===== src/rcad_pkg.sv =====
// rcad_pkg: constants shared by the receive aligner/decoder and its decoder slice.
// assumes one 200 MHz clock, one received serial bit taken per clock cycle.
package rcad_pkg;

  // clock and timing
  localparam int          CLK_PERIOD_NS  = 5;
  localparam int          POR_MAX_NS     = 1000000;
  localparam int          POR_MAX_CYCLES = POR_MAX_NS / CLK_PERIOD_NS;
  localparam int          POR_WORDS      = 1024;
  localparam int          BIT_CLK_MULT   = 10;
  localparam int          BITS_PER_BCLK  = 2;
  localparam int          WORD_BITS      = BIT_CLK_MULT * BITS_PER_BCLK;
  localparam int          POR_CYCLES     = POR_WORDS * WORD_BITS;

  // word framing, bit index of the current bit within a 20-bit word
  localparam logic [4:0]  PH_LAST        = 5'h13;
  localparam logic [4:0]  PH_ALIGN       = 5'h06;
  localparam logic [4:0]  PH_ALIGN_HI    = 5'h10;
  localparam logic [4:0]  PH_CLK_RISE    = 5'h05;
  localparam logic [4:0]  PH_CLK_FALL    = 5'h0f;

  // comma 0011111 as it sits in the shift window, oldest bit at the bottom
  localparam logic [6:0]  COMMA_PAT      = 7'h7c;

  // special bytes
  localparam logic [7:0]  K_ERR_BYTE     = 8'h00;
  localparam logic [15:0] LOS_WORD       = 16'hffff;

  // register map, byte addresses
  localparam logic [7:0]  ADDR_CTRL      = 8'h00;
  localparam logic [7:0]  ADDR_STATUS    = 8'h04;
  localparam logic [7:0]  ADDR_MASK      = 8'h08;
  localparam logic [7:0]  ADDR_STATE     = 8'h0c;

  // control bits and reset value
  localparam int          CTRL_ENABLE    = 0;
  localparam int          CTRL_PRBS      = 1;
  localparam int          CTRL_LOOP      = 2;
  localparam logic [2:0]  CTRL_RST       = 3'h1;

  // status / mask bits
  localparam int          ST_REALIGN     = 0;
  localparam int          ST_DEC_ERR     = 1;
  localparam int          ST_LOS         = 2;
  localparam int          ST_PRBS_ERR    = 3;
  localparam int          ST_POR_DONE    = 4;
  localparam int          ST_BITS        = 5;
  localparam logic [4:0]  MASK_RST       = 5'h00;

endpackage


===== src/rcad_dec_if.sv =====
// rcad_dec_if: one 10-bit symbol into a decoder slice and the byte out of it.
// assumes the symbol is bit-aligned, first received bit in bit 0.
`timescale 1ns/1ps
interface rcad_dec_if;
  logic [9:0] code;
  logic [7:0] data;
  logic       kflag;
  logic       err;

  modport host (output code, input data, kflag, err);
  modport dec  (input code, output data, kflag, err);
endinterface


===== src/rcad_decoder.sv =====
// rcad_decoder: combinational 10b to 8b decode of one symbol.
// assumes code bit 0 is bit a, the first on the line; running disparity is not checked.
`timescale 1ns/1ps
module rcad_decoder
(
  // symbol in, byte out
  rcad_dec_if.dec d
);

  logic [5:0] c6;
  logic [3:0] c4;
  logic [3:0] c4x;
  logic       k28;
  logic       a7;
  logic [4:0] x5;
  logic [2:0] y3;
  logic       bad6;
  logic       bad4;
  logic       kx7;

  // reorder into the usual abcdei / fghj spelling
  assign c6  = {d.code[0], d.code[1], d.code[2], d.code[3], d.code[4], d.code[5]};
  assign c4  = {d.code[6], d.code[7], d.code[8], d.code[9]};
  assign k28 = (c6 == 6'h0f) || (c6 == 6'h30);
  // positive-disparity K28 carries inverted fghj
  assign c4x = (c6 == 6'h30) ? ~c4 : c4;
  assign a7  = (c4x == 4'h7) || (c4x == 4'h8);
  assign kx7 = a7 && ((x5 == 5'h17) || (x5 == 5'h1b) || (x5 == 5'h1d) || (x5 == 5'h1e));

  // 6b to 5b
  always_comb
  begin
    bad6 = 1'b0;
    unique case (c6)
      6'h27, 6'h18: x5 = 5'h00;
      6'h1d, 6'h22: x5 = 5'h01;
      6'h2d, 6'h12: x5 = 5'h02;
      6'h31:        x5 = 5'h03;
      6'h35, 6'h0a: x5 = 5'h04;
      6'h29:        x5 = 5'h05;
      6'h19:        x5 = 5'h06;
      6'h38, 6'h07: x5 = 5'h07;
      6'h39, 6'h06: x5 = 5'h08;
      6'h25:        x5 = 5'h09;
      6'h15:        x5 = 5'h0a;
      6'h34:        x5 = 5'h0b;
      6'h0d:        x5 = 5'h0c;
      6'h2c:        x5 = 5'h0d;
      6'h1c:        x5 = 5'h0e;
      6'h17, 6'h28: x5 = 5'h0f;
      6'h1b, 6'h24: x5 = 5'h10;
      6'h23:        x5 = 5'h11;
      6'h13:        x5 = 5'h12;
      6'h32:        x5 = 5'h13;
      6'h0b:        x5 = 5'h14;
      6'h2a:        x5 = 5'h15;
      6'h1a:        x5 = 5'h16;
      6'h3a, 6'h05: x5 = 5'h17;
      6'h33, 6'h0c: x5 = 5'h18;
      6'h26:        x5 = 5'h19;
      6'h16:        x5 = 5'h1a;
      6'h36, 6'h09: x5 = 5'h1b;
      6'h0e, 6'h0f, 6'h30: x5 = 5'h1c;
      6'h2e, 6'h11: x5 = 5'h1d;
      6'h1e, 6'h21: x5 = 5'h1e;
      6'h2b, 6'h14: x5 = 5'h1f;
      default:
      begin
        x5   = 5'h00;
        bad6 = 1'b1;
      end
    endcase
  end

  // 4b to 3b
  always_comb
  begin
    bad4 = 1'b0;
    unique case (c4x)
      4'hb, 4'h4: y3 = 3'h0;
      4'h9:       y3 = 3'h1;
      4'h5:       y3 = 3'h2;
      4'hc, 4'h3: y3 = 3'h3;
      4'hd, 4'h2: y3 = 3'h4;
      4'ha:       y3 = 3'h5;
      4'h6:       y3 = 3'h6;
      4'he, 4'h1, 4'h7, 4'h8: y3 = 3'h7;
      default:
      begin
        y3   = 3'h0;
        bad4 = 1'b1;
      end
    endcase
  end

  // only K28.y and K23/27/29/30.7 pass as control, anything bad becomes K0.0
  assign d.err   = bad6 | bad4;
  assign d.kflag = d.err | k28 | kx7;
  assign d.data  = d.err ? rcad_pkg::K_ERR_BYTE : {y3, x5};

endmodule


===== src/rcad_rx_align.sv =====
// rcad_rx_align: receive comma alignment, two-slice decode, status pins and registers.
// assumes one serial bit per ref_clk_i cycle from the line or the internal transmit
// stream; the transmitter supplies PRBS data on tx_serial_i while PRBS is enabled.
//
// Contract
// two independent decoders, each turning one 10-bit half into a byte
// recognise comma 0011111 or 1100000 as the symbol boundary marker; the code looks for 0011111 only
// only the 0011111 comma moves the word boundary
// both bytes captured in a 16-bit register, valid at word clock rise
// low and high K flags show control byte versus ordinary data
// only K28.0-K28.7, K23.7, K27.7, K29.7, K30.7 are valid controls
// a decode error shows K0.0 with K flag on that byte only
// loss of signal drives all data and both K flags high
// enable low: serial out, data and low K flag go high impedance
// outside keeps the reference word clock running in power-down
// with PRBS enabled, check stream and drive pass flag low on error
// bit clock is ten times word clock, two bits per bit clock
// outside keeps the reference clock within 100 ppm, 1.6 to 2.7 Gbps
// loopback routes transmit stream inward and tri-states serial out
// PRBS with loopback gives a full-speed self-test on the pass flag
// power-on reset tri-states data and flags, word clock low, under 1 ms
// the test sequence is the seven-stage 127-bit maximal sequence
// least significant bit travels first, first bit lands on data bit zero
// keep the boundary until a comma arrives at another position
//
// Decided for this implementation: the register offsets and strobed register access.
`timescale 1ns/1ps
module rcad_rx_align
#(
  parameter int POR_CYCLES = rcad_pkg::POR_CYCLES
)
(
  // clock and reset
  input  wire logic        ref_clk_i,
  input  wire logic        rst_i,
  // register port
  input  wire logic [7:0]  reg_addr_i,
  input  wire logic [31:0] reg_wdata_i,
  input  wire logic        reg_wr_i,
  input  wire logic        reg_rd_i,
  output logic      [31:0] reg_rdata_o,
  output logic             irq_o,
  // serial side
  input  wire logic        serial_in_i,
  input  wire logic        sig_detect_i,
  input  wire logic        tx_serial_i,
  output logic             serial_out_pos_o,
  output logic             serial_out_neg_o,
  output logic             serial_out_oe_o,
  // parallel receive side
  output logic             rx_word_clk_o,
  output logic             bit_clk_o,
  output logic      [15:0] rx_data_o,
  output logic             rx_data_oe_o,
  output logic             rx_kflag_low_o,
  output logic             rx_kflag_low_oe_o,
  output logic             rx_kflag_high_o,
  output logic             rx_kflag_high_oe_o
);

  //////////////////////////////////////////////////////////////////////////////
  // declarations

  logic [2:0]  ctrl;
  logic [4:0]  status;
  logic [4:0]  mask;
  logic [31:0] por_cnt;
  logic        por_done;
  logic [19:0] sh;
  logic [4:0]  ph;
  logic        aligned;
  logic        prbs_acc;
  logic        los_q;
  logic        kflag_low;
  logic        prbs_pass;

  logic        enable;
  logic        prbs_en;
  logic        loop_en;
  logic        signal_lost;
  logic        bit_src;
  logic [19:0] next_sh;
  logic        comma_hit;
  logic        at_bound;
  logic        realign;
  logic        word_done;
  logic [4:0]  next_ph;
  logic        prbs_bit_err;
  logic        word_prbs_err;
  logic        dec_err;
  logic [15:0] next_data;
  logic [4:0]  events;
  logic        wr_ctrl;
  logic        wr_status;
  logic        wr_mask;
  logic [31:0] next_rdata;
  logic [7:0]  dec_byte [2];
  logic [1:0]  dec_k;
  logic [1:0]  dec_bad;

  //////////////////////////////////////////////////////////////////////////////
  // control decode

  // control bits steer the datapath directly
  assign enable  = ctrl[rcad_pkg::CTRL_ENABLE];
  assign prbs_en = ctrl[rcad_pkg::CTRL_PRBS];
  assign loop_en = ctrl[rcad_pkg::CTRL_LOOP];
  assign signal_lost     = ~sig_detect_i;

  //////////////////////////////////////////////////////////////////////////////
  // power-on reset sequencing

  // counts clock cycles after reset release; data, flag, serial out and word clock pins stay parked until it ends
  always_ff @(posedge ref_clk_i or posedge rst_i)
  begin
    if (rst_i)
    begin
      por_cnt  <= 32'h0;
      por_done <= 1'b0;
    end
    else if (!por_done)
    begin
      por_cnt  <= por_cnt + 32'h1;
      por_done <= (por_cnt == 32'(POR_CYCLES - 1));
    end
  end

  //////////////////////////////////////////////////////////////////////////////
  // serial source and shifter

  // loopback takes the transmit stream instead of the line
  assign bit_src = loop_en ? tx_serial_i : serial_in_i;
  // newest bit enters at the top, so the oldest ends in bit 0
  assign next_sh = {bit_src, sh[19:1]};

  // shift one bit per cycle, two bits per bit clock period
  always_ff @(posedge ref_clk_i or posedge rst_i)
  begin
    if (rst_i)
      sh <= 20'h0;
    else
      sh <= next_sh;
  end

  //////////////////////////////////////////////////////////////////////////////
  // comma search and word framing

  // the comma's first bit is six bits back from the newest one
  assign comma_hit = (next_sh[19:13] == rcad_pkg::COMMA_PAT);
  // the inverted comma is deliberately not looked for
  assign at_bound  = (ph == rcad_pkg::PH_ALIGN) || (ph == rcad_pkg::PH_ALIGN_HI);
  // a comma already on a symbol edge leaves the frame alone
  assign realign   = comma_hit && !at_bound && !signal_lost;
  assign word_done = (ph == rcad_pkg::PH_LAST) && !realign;
  assign next_ph   = realign ? rcad_pkg::PH_ALIGN + 5'h1 :
                     (ph == rcad_pkg::PH_LAST) ? 5'h0 : ph + 5'h1;

  // bit index within the word; twenty steps make one word clock
  always_ff @(posedge ref_clk_i or posedge rst_i)
  begin
    if (rst_i)
    begin
      ph      <= 5'h0;
      aligned <= 1'b0;
    end
    else
    begin
      ph      <= next_ph;
      aligned <= signal_lost ? 1'b0 : (aligned | comma_hit);
    end
  end

  //////////////////////////////////////////////////////////////////////////////
  // decoder slices

  // one slice per 10-bit half of the word
  generate
    for (genvar i = 0; i < 2; i++)
    begin : g_dec
      rcad_dec_if dif ();
      assign dif.code   = next_sh[10*i +: 10];
      assign dec_byte[i] = dif.data;
      assign dec_k[i]    = dif.kflag;
      assign dec_bad[i]  = dif.err;
      rcad_decoder u_dec
      (
        .d (dif.dec)
      );
    end
  endgenerate

  //////////////////////////////////////////////////////////////////////////////
  // pseudorandom checker

  // self-synchronising x^7 + x^6 + 1 check against the last seven bits
  assign prbs_bit_err  = bit_src ^ sh[14] ^ sh[13];
  assign word_prbs_err = prbs_acc | prbs_bit_err;

  // collect mismatches over one word
  always_ff @(posedge ref_clk_i or posedge rst_i)
  begin
    if (rst_i)
      prbs_acc <= 1'b0;
    else if (word_done || realign)
      prbs_acc <= 1'b0;
    else
      prbs_acc <= prbs_acc | prbs_bit_err;
  end

  //////////////////////////////////////////////////////////////////////////////
  // output word register

  assign dec_err   = |dec_bad;
  // loss of signal overrides both bytes
  assign next_data = signal_lost ? rcad_pkg::LOS_WORD : {dec_byte[1], dec_byte[0]};

  // captured once per word, five cycles before the word clock rises
  always_ff @(posedge ref_clk_i or posedge rst_i)
  begin
    if (rst_i)
    begin
      rx_data_o       <= 16'h0;
      kflag_low       <= 1'b0;
      rx_kflag_high_o <= 1'b0;
      prbs_pass       <= 1'b1;
    end
    else if (word_done)
    begin
      rx_data_o       <= next_data;
      kflag_low       <= signal_lost | dec_k[0];
      rx_kflag_high_o <= signal_lost | dec_k[1];
      prbs_pass       <= !(prbs_en && word_prbs_err);
    end
  end

  // the low flag doubles as the pass indication in test mode
  assign rx_kflag_low_o = prbs_en ? prbs_pass : kflag_low;

  //////////////////////////////////////////////////////////////////////////////
  // pin enables and clocks

  // power-down and power-on reset both release the data pins
  assign rx_data_oe_o       = enable && por_done;
  assign rx_kflag_low_oe_o  = enable && por_done;
  // the high flag stays driven in power-down so loss of signal stays visible
  assign rx_kflag_high_oe_o = por_done;
  assign serial_out_pos_o   = tx_serial_i;
  assign serial_out_neg_o   = ~tx_serial_i;
  assign serial_out_oe_o    = enable && !loop_en && por_done;
  // word clock high for the middle half of the word so data settle before the rise
  assign rx_word_clk_o      = por_done && (ph >= rcad_pkg::PH_CLK_RISE) &&
                              (ph < rcad_pkg::PH_CLK_FALL);
  assign bit_clk_o          = ph[0];

  //////////////////////////////////////////////////////////////////////////////
  // events and interrupt

  always_ff @(posedge ref_clk_i or posedge rst_i)
  begin
    if (rst_i)
      los_q <= 1'b0;
    else
      los_q <= signal_lost;
  end

  assign events[rcad_pkg::ST_REALIGN]  = realign;
  assign events[rcad_pkg::ST_DEC_ERR]  = word_done && !signal_lost && dec_err;
  assign events[rcad_pkg::ST_LOS]      = signal_lost && !los_q;
  assign events[rcad_pkg::ST_PRBS_ERR] = word_done && prbs_en && word_prbs_err;
  assign events[rcad_pkg::ST_POR_DONE] = !por_done && (por_cnt == 32'(POR_CYCLES - 1));

  assign wr_ctrl   = reg_wr_i && (reg_addr_i == rcad_pkg::ADDR_CTRL);
  assign wr_status = reg_wr_i && (reg_addr_i == rcad_pkg::ADDR_STATUS);
  assign wr_mask   = reg_wr_i && (reg_addr_i == rcad_pkg::ADDR_MASK);

  // write one to clear; a new event in the same cycle wins
  always_ff @(posedge ref_clk_i or posedge rst_i)
  begin
    if (rst_i)
      status <= 5'h0;
    else
      status <= (status & ~(wr_status ? reg_wdata_i[4:0] : 5'h0)) | events;
  end

  assign irq_o = |(status & mask);

  //////////////////////////////////////////////////////////////////////////////
  // register port

  always_ff @(posedge ref_clk_i or posedge rst_i)
  begin
    if (rst_i)
    begin
      ctrl <= rcad_pkg::CTRL_RST;
      mask <= rcad_pkg::MASK_RST;
    end
    else
    begin
      if (wr_ctrl)
        ctrl <= reg_wdata_i[2:0];
      if (wr_mask)
        mask <= reg_wdata_i[4:0];
    end
  end

  // unmapped addresses read as zero
  always_comb
  begin
    next_rdata = 32'h0;
    unique case (reg_addr_i)
      rcad_pkg::ADDR_CTRL:   next_rdata = {29'h0, ctrl};
      rcad_pkg::ADDR_STATUS: next_rdata = {27'h0, status};
      rcad_pkg::ADDR_MASK:   next_rdata = {27'h0, mask};
      rcad_pkg::ADDR_STATE:  next_rdata = {24'h0, ph, aligned, signal_lost, por_done};
      default:               next_rdata = 32'h0;
    endcase
  end

  // read data stand for exactly the cycle after the strobe
  always_ff @(posedge ref_clk_i or posedge rst_i)
  begin
    if (rst_i)
      reg_rdata_o <= 32'h0;
    else
      reg_rdata_o <= reg_rd_i ? next_rdata : 32'h0;
  end
endmodule


===== config.mk =====
export PLATFORM = sky130hd
export DESIGN_NAME = rcad_rx_align
export DESIGN_NICKNAME = d
export VERILOG_FILES = /design/src/rcad_pkg.sv /design/src/rcad_dec_if.sv /design/src/rcad_decoder.sv /design/src/rcad_rx_align.sv
export SDC_FILE = /design/constraint.sdc
export NUM_CORES = 1
export LEC_CHECK = 0
export BUFFER_PORTS_ARGS = -buffer_cell sky130_fd_sc_hd__buf_2
export CORE_MARGIN = 2
export CORE_UTILIZATION = 40
export CTS_BUF_LIST = sky130_fd_sc_hd__clkbuf_8 sky130_fd_sc_hd__clkbuf_16
export DETAILED_ROUTE_END_ITERATION = 10
export GPL_ROUTABILITY_DRIVEN = 0
export PLACE_DENSITY = 0.64
export SLEW_MARGIN = 20
export SYNTH_ARGS = -nofsm -noshare
export SYNTH_HDL_FRONTEND = slang
export SYNTH_SLANG_ARGS = --single-unit

===== constraint.sdc =====
create_clock -name ref_clk_i -period 6.2 [get_ports ref_clk_i]
set_input_delay 0.31 -clock ref_clk_i [delete_from_list [all_inputs] [get_ports ref_clk_i]]
set_output_delay 0.31 -clock ref_clk_i [all_outputs]
set_load 0.01 [all_outputs]

# Word level (Yosys, flattened, before mapping)
# Cells that the tools add are included.
# W data, S select, Z words.
[word_totals]
word_cells = 281
latch_bits = 0
ram_bits = 0
n_memories = 0
romBits = 0
out_inout_bits = 59
register_bits = 125
[op_classes]
shifts = 0
n_eq_ne = 140
magnitude_cmp = 2
bitwise = 20
add_sub_neg = 2
n_div = 0
mux = 23
n_reduce_logical = 79
n_mul = 0
[op_table]
columns = ["operator", "count"]
rows = [
  ["$pmux W5 S31", 2],
  ["$eq A6 B6 Y1 const B", 48],
  ["$eq A6 B5 Y1 const B", 28],
  ["$reduce_or A48 Y1", 2],
  ["$eq A6 B4 Y1 const B", 14],
  ["$reduce_or A2 Y1", 31],
  ["$eq A4 B4 Y1 const B", 14],
  ["$eq A5 B5 Y1 const B", 10],
  ["$pmux W3 S7", 2],
  ["$eq A6 B3 Y1 const B", 6],
  ["$add A32 B1 Y32 const B", 1],
  ["$eq A32 B15 Y1 const B", 1],
  ["$eq A4 B3 Y1 const B", 8],
  ["$mux W32", 1],
  ["$pmux W8 S4", 1],
  ["$reduce_or A14 Y1", 2],
  ["$logic_and A1 B1 Y1", 20],
  ["$eq A4 B2 Y1 const B", 4],
  ["$eq A8 B4 Y1 const B", 2],
  ["$mux W16", 1],
  ["$mux W8", 2],
  ["$mux W5", 3],
  ["$logic_or A1 B1 Y1", 12],
  ["$and A5 B5 Y5", 2],
  ["20 further kinds", 49],
]

# Logic depth before layout (Yosys ltp)
[depth]
ltp_word = 10
depth_mapped = 10

# Cells and area by module
# Synthesis repeated with hierarchy kept, for this count alone.
[unflattened]
hier_cells = 722
hier_area_um2 = 6545.0
[by_module_without_submodules]
columns = ["mod", "area_each_um2", "seq_area_each_um2", "cells_each", "n_inst"]
rows = [
  ["rcad_rx_align", 4533.1, 2504.9, 401, 1],
  ["rcad_decoder at g_dec[0].u_dec", 1031.0, 0.0, 155, 1],
  ["rcad_decoder at g_dec[1].u_dec", 980.9, 0.0, 166, 1],
]

# Least setup slack after synthesis
# Ideal clock, no wire load.
[synth_path]
path_kind = "register to register"
from = "reg sh[15]"
to = "reg rx_data_o[0]"
n_path_buf = 3
stages_incl_launch_ff = 8
setup_time_ns = 0.121
t_arrival_ns = 1.913
setup_slack_ns = 4.166
cell_sequence = "dfrtp_1 > clkbuf_1 > or3b_2 > nor4_4 > nor2b_2 > buf_6 > buf_6 > o22a_1"
[synth_between]
elab_chain_cells = 5
[synth_lines]
columns = ["item", "line", "rtl"]
rows = [
  ["start: declaration", "rcad_rx_align.sv:69", "logic [19:0] sh;"],
  ["start signal: assignment", "rcad_rx_align.sv:142", "sh <= next_sh;"],
  ["$eq A7 B7 Y1", "rcad_rx_align.sv:149", "assign comma_hit = (next_sh[19:13] == rcad_pkg::COMMA_PAT);"],
  ["$logic_and A1 B1 Y1 (2 in a row)", "rcad_rx_align.sv:153", "assign realign = comma_hit && !at_bound && !signal_lost;"],
  ["$logic_not A1 Y1", "rcad_rx_align.sv:154", "assign word_done = (ph == rcad_pkg::PH_LAST) && !realign;"],
  ["$logic_and A1 B1 Y1", "rcad_rx_align.sv:154", ""],
  ["end signal: assignment", "rcad_rx_align.sv:229", "rx_data_o <= next_data;"],
  ["end: declaration", "rcad_rx_align.sv:53", "output logic [15:0] rx_data_o,"],
]
# Every way passes these cells.
# A chain may end at the register's enable or synchronous reset.

# Worst setup path after layout
[layout_path]
from = "reg sh[14]"
to = "reg status[3]"
[layout_between]
elab_chain_cells = 8
[layout_lines]
columns = ["item", "line", "rtl"]
rows = [
  ["$eq A7 B7 Y1", "rcad_rx_align.sv:149", ""],
  ["$logic_and A1 B1 Y1 (2 in a row)", "rcad_rx_align.sv:153", ""],
  ["$logic_not A1 Y1", "rcad_rx_align.sv:154", ""],
  ["$logic_and A1 B1 Y1", "rcad_rx_align.sv:154", ""],
  ["$logic_and A1 B1 Y1", "rcad_rx_align.sv:269", "assign events[rcad_pkg::ST_PRBS_ERR] = word_done && prbs_en && word_prbs_err;"],
  ["$logic_and A1 B1 Y1 *", "rcad_rx_align.sv:269", ""],
  ["$or A5 B5 Y5 *", "rcad_rx_align.sv:282", "status <= (status & ~(wr_status ? reg_wdata_i[4:0] : 5'h0)) | events;"],
  ["end signal: assignment", "rcad_rx_align.sv:282", ""],
  ["end: declaration", "rcad_rx_align.sv:65", "logic [4:0] status;"],
]
# Every way passes the cells marked *; elsewhere a longest branch is shown, timed or not.

==> impl_metrics.toml <==
[job]
cap_violations = 0

[clocking]
clk_path_buf_depth = 2
cts_root_buf = "clkbuf_16"
cts_sinks = 100
cts_tree = "done"
numCtsBuffers = 9
cts-resized-gates = 0
clock_latency_ns = 0.35
cts_hold_buf = 1
htreeDepth = 3
clkTransAtPathRegs_ns = 0.07
post_cts_buffers = 0

[yosys]
yosysSeqAreaShare_pct = 42.0
yosys.area_share.xor_xnor_pct = 6.46
synth_area_leader_cell = "dfrtp_1"
synth.area.mux_share_pct = 4.39
synth_compound_area_share_pct = 16.6
synth_common_cells = "98 x dfrtp_1, 50 x nand2_1, 50 x nor2_1"
yosys-top-cells-area = "dfrtp_1 41%, xnor2_1 4.0%, buf_4 3.3%"
synth_top_area_share_pct = 41.1
synth.distinct_cells = 78
synthAdderAreaFrac_pct = 1.72
synth.most_common_cell = "dfrtp_1"
synth-edff-count = 0
yosys.area_share.simple_pct = 20.5
synth-main-ff-cell = "dfrtp_1"
yosysWarningCount = 0
async_reset_ff_share_pct = 100
ys_ff_latch = 100
synth_top_family_by_area = "simple AND/OR/NAND/NOR gates"
synth_cells = 644
syn_area_sq_um = 5960
avgSynthCellArea_sq_um = 9.26

[detailed_routing]
firstDrtPassIters = 5
vias = 4747
drc = 0
drt_wl_total_um = 12800
wl_per_cell_um = 15.1
antenna_left = 0
drt-initial-drc-count = 347
vias_per_cell = 5.58

[sta]
relSlewSlack_pct = 39.0
tightest_slew_ns = 0.915
post-route-period-util_pct = 44.3
setup_viol = 0
rsz0062_at_grt = "false"
skew_ns = 0.00792
setup_tns_ns = 0
timing.fmax_mhz = 364
period_needed_ns = 2.75
hold_viol_final = 0
maxSlewViolCount = 0

[floorplan]
start_util_pct = 41.0
core_sq_um = 14500
die_x_um = 126
fp.dieH_um = 126
dieArea_sq_um = 15900
rows = 44
io_pins = 106

[place]
port-buffer-count = 54
place_area_sq_um = 6150
dp_cells = 835
dp_hpwl_um = 8700

[power_and_ir_drop]
cell_internal_pwr_mw = 1.21
power.density_nw_per_um2 = 275
pwr-share-seq_pct = 48.1
power_switching_mw = 0.568
total_power_mw = 1.77
switching_share_pct = 32.0
leakagePower_nw = 2.76
power_frac_comb_pct = 21.8
irDropWorstVdd_uv = 152
clockPowerShare_pct = 30.2

[cells_and_area]
drive_gt1_share_pct = 15.4
final_cells = 851
design_area_sq_um = 6450
fin_util_pct = 44.4
fin_nets = 715
n_antenna_cell = 0
syn_to_final_growth_pct = 8.12

[critical_path]
slowest_stage = "dfrtp_1"
end_kind = "flip-flop"
cp.required_ns = 6.44
cp_data_arrival_time_ns = 2.99
critPathMaxStageDelay_ns = 0.71
startpoint_type = "flip-flop"
path_max_fanout = 30
crit_chain = "or3b_2 > nor4_4 > nor2b_4 > and3b_1 > a21o_1"
crit_type = "flip-flop to flip-flop"

[grt]
antenna_found_initial = 0
grt_first_pass_wirelength_um = 21600
grt_max_degree = 80
grt-ovfl-total = 0
grt_pass1_vias = 4413
grt_util_all_layers_pct = 16.3

[hold_path]
min_path_type = "input port to flip-flop"

[status]
status = "completed"
power by group through the flow:
| stage | logic [mW] | clock network (mW) | registers, mW |
|---|---|---|---|
| 6_report | 0.386 | 0.535 | 0.853 |
| 5_1_grt | 0.431 | 0.571 | 0.871 |
| 4_1_cts | 0.390 | 0.542 | 0.852 |
| 3_5_place_dp | 0.388 | 0 | 0.864 |
| 3_3_place_gp | 0.380 | 0 | 0.858 |
| 2_1_floorplan | 0.278 | 0 | 0.850 |
logic make-up (layout without fill, tap and decap cells):
group | count (synthesis) | after routing
flip-flops | 100 | 100
AO/OA/AOI/OAI | 148 | 148
multiplexers | 19 | 19
buffers and inverters | 92 | 92
other | 1 | 24
adder cells (fa/ha/maj) | 9 | 9
AND/OR/NAND/NOR | 231 | 231
XOR/XNOR | 44 | 44
critical path: cells and delay by family, from the launching register on:
kind               cells  cell delay, ns
and+or+nand+nor        4            1.77
DFF                    1            0.71
AOI/OAI and AO/OA      1            0.15
metal layers:
metal  vias to the layer above  GRT usage, %  routed length [um]
met5                         -             0                   0
met2                       125          26.2                6240
li1                       2298             -                   -
met1                      2310          22.1                5860
met4                         0          6.72                 240
met3                        14          2.38                 475
state kept, by name, summed over array words and instances (netlist names):
register            count
mask                    5
prbs_acc                1
ph                      5
por_cnt                32
rx_kflag_high_oe_o      1
rx_data_o              16
reg_rdata_o             8
prbs_pass               1
ctrl                    3
aligned                 1
sh                     19
los_q                   1
kflag_low               1
status                  5
rx_kflag_high_o         1
through the flow:
stage | hold WS (ns) | setup WS (ns)
5_1_grt | 0.225 | 3.14
4_1_cts | 0.216 | 3.27
3_5_place_dp | 0.286 | 3.28
3_3_place_gp | 0.287 | 3.39
6_report | 0.218 | 3.45
2_1_floorplan | 0.352 | 3.27
cell type report:
type / count / area, sq um
clock buffer: 9 / 225
tap: 184 / 230
inverter: 21 / 86.3
timing repair buffer: 56 / 292
multi-input combinational: 475 / 3060
fill: 1415 / 8090
clock inverter: 6 / 50.0
sequential: 100 / 2500
path summary, 6_finish.rpt:
check	from	to	slack [ns]	depth (start not counted)
min	reg_wdata_i[4]	mask[4]	0.22	2
min reg2reg	los_q	status[2]	0.42	1
min in group asynchronous	rst_i	rx_data_o[6]	0.46	3
max in group asynchronous	rst_i	ph[1]	4.75	4
max	sh[14]	status[3]	3.45	5
max reg2reg	sh[14]	status[3]	3.45	5
cell usage in the layout (no fill, tap or decap), drive strengths merged, types with 21 or more instances in the layout:
cell / count
nor3: 22
buf: 55
o21ai: 26
conb: 24
dfrtp: 98
nand2: 51
a21oi: 36
nand3: 32
nor2: 50
inv: 21
xnor2: 27
Power figures use the tool's default switching activity.
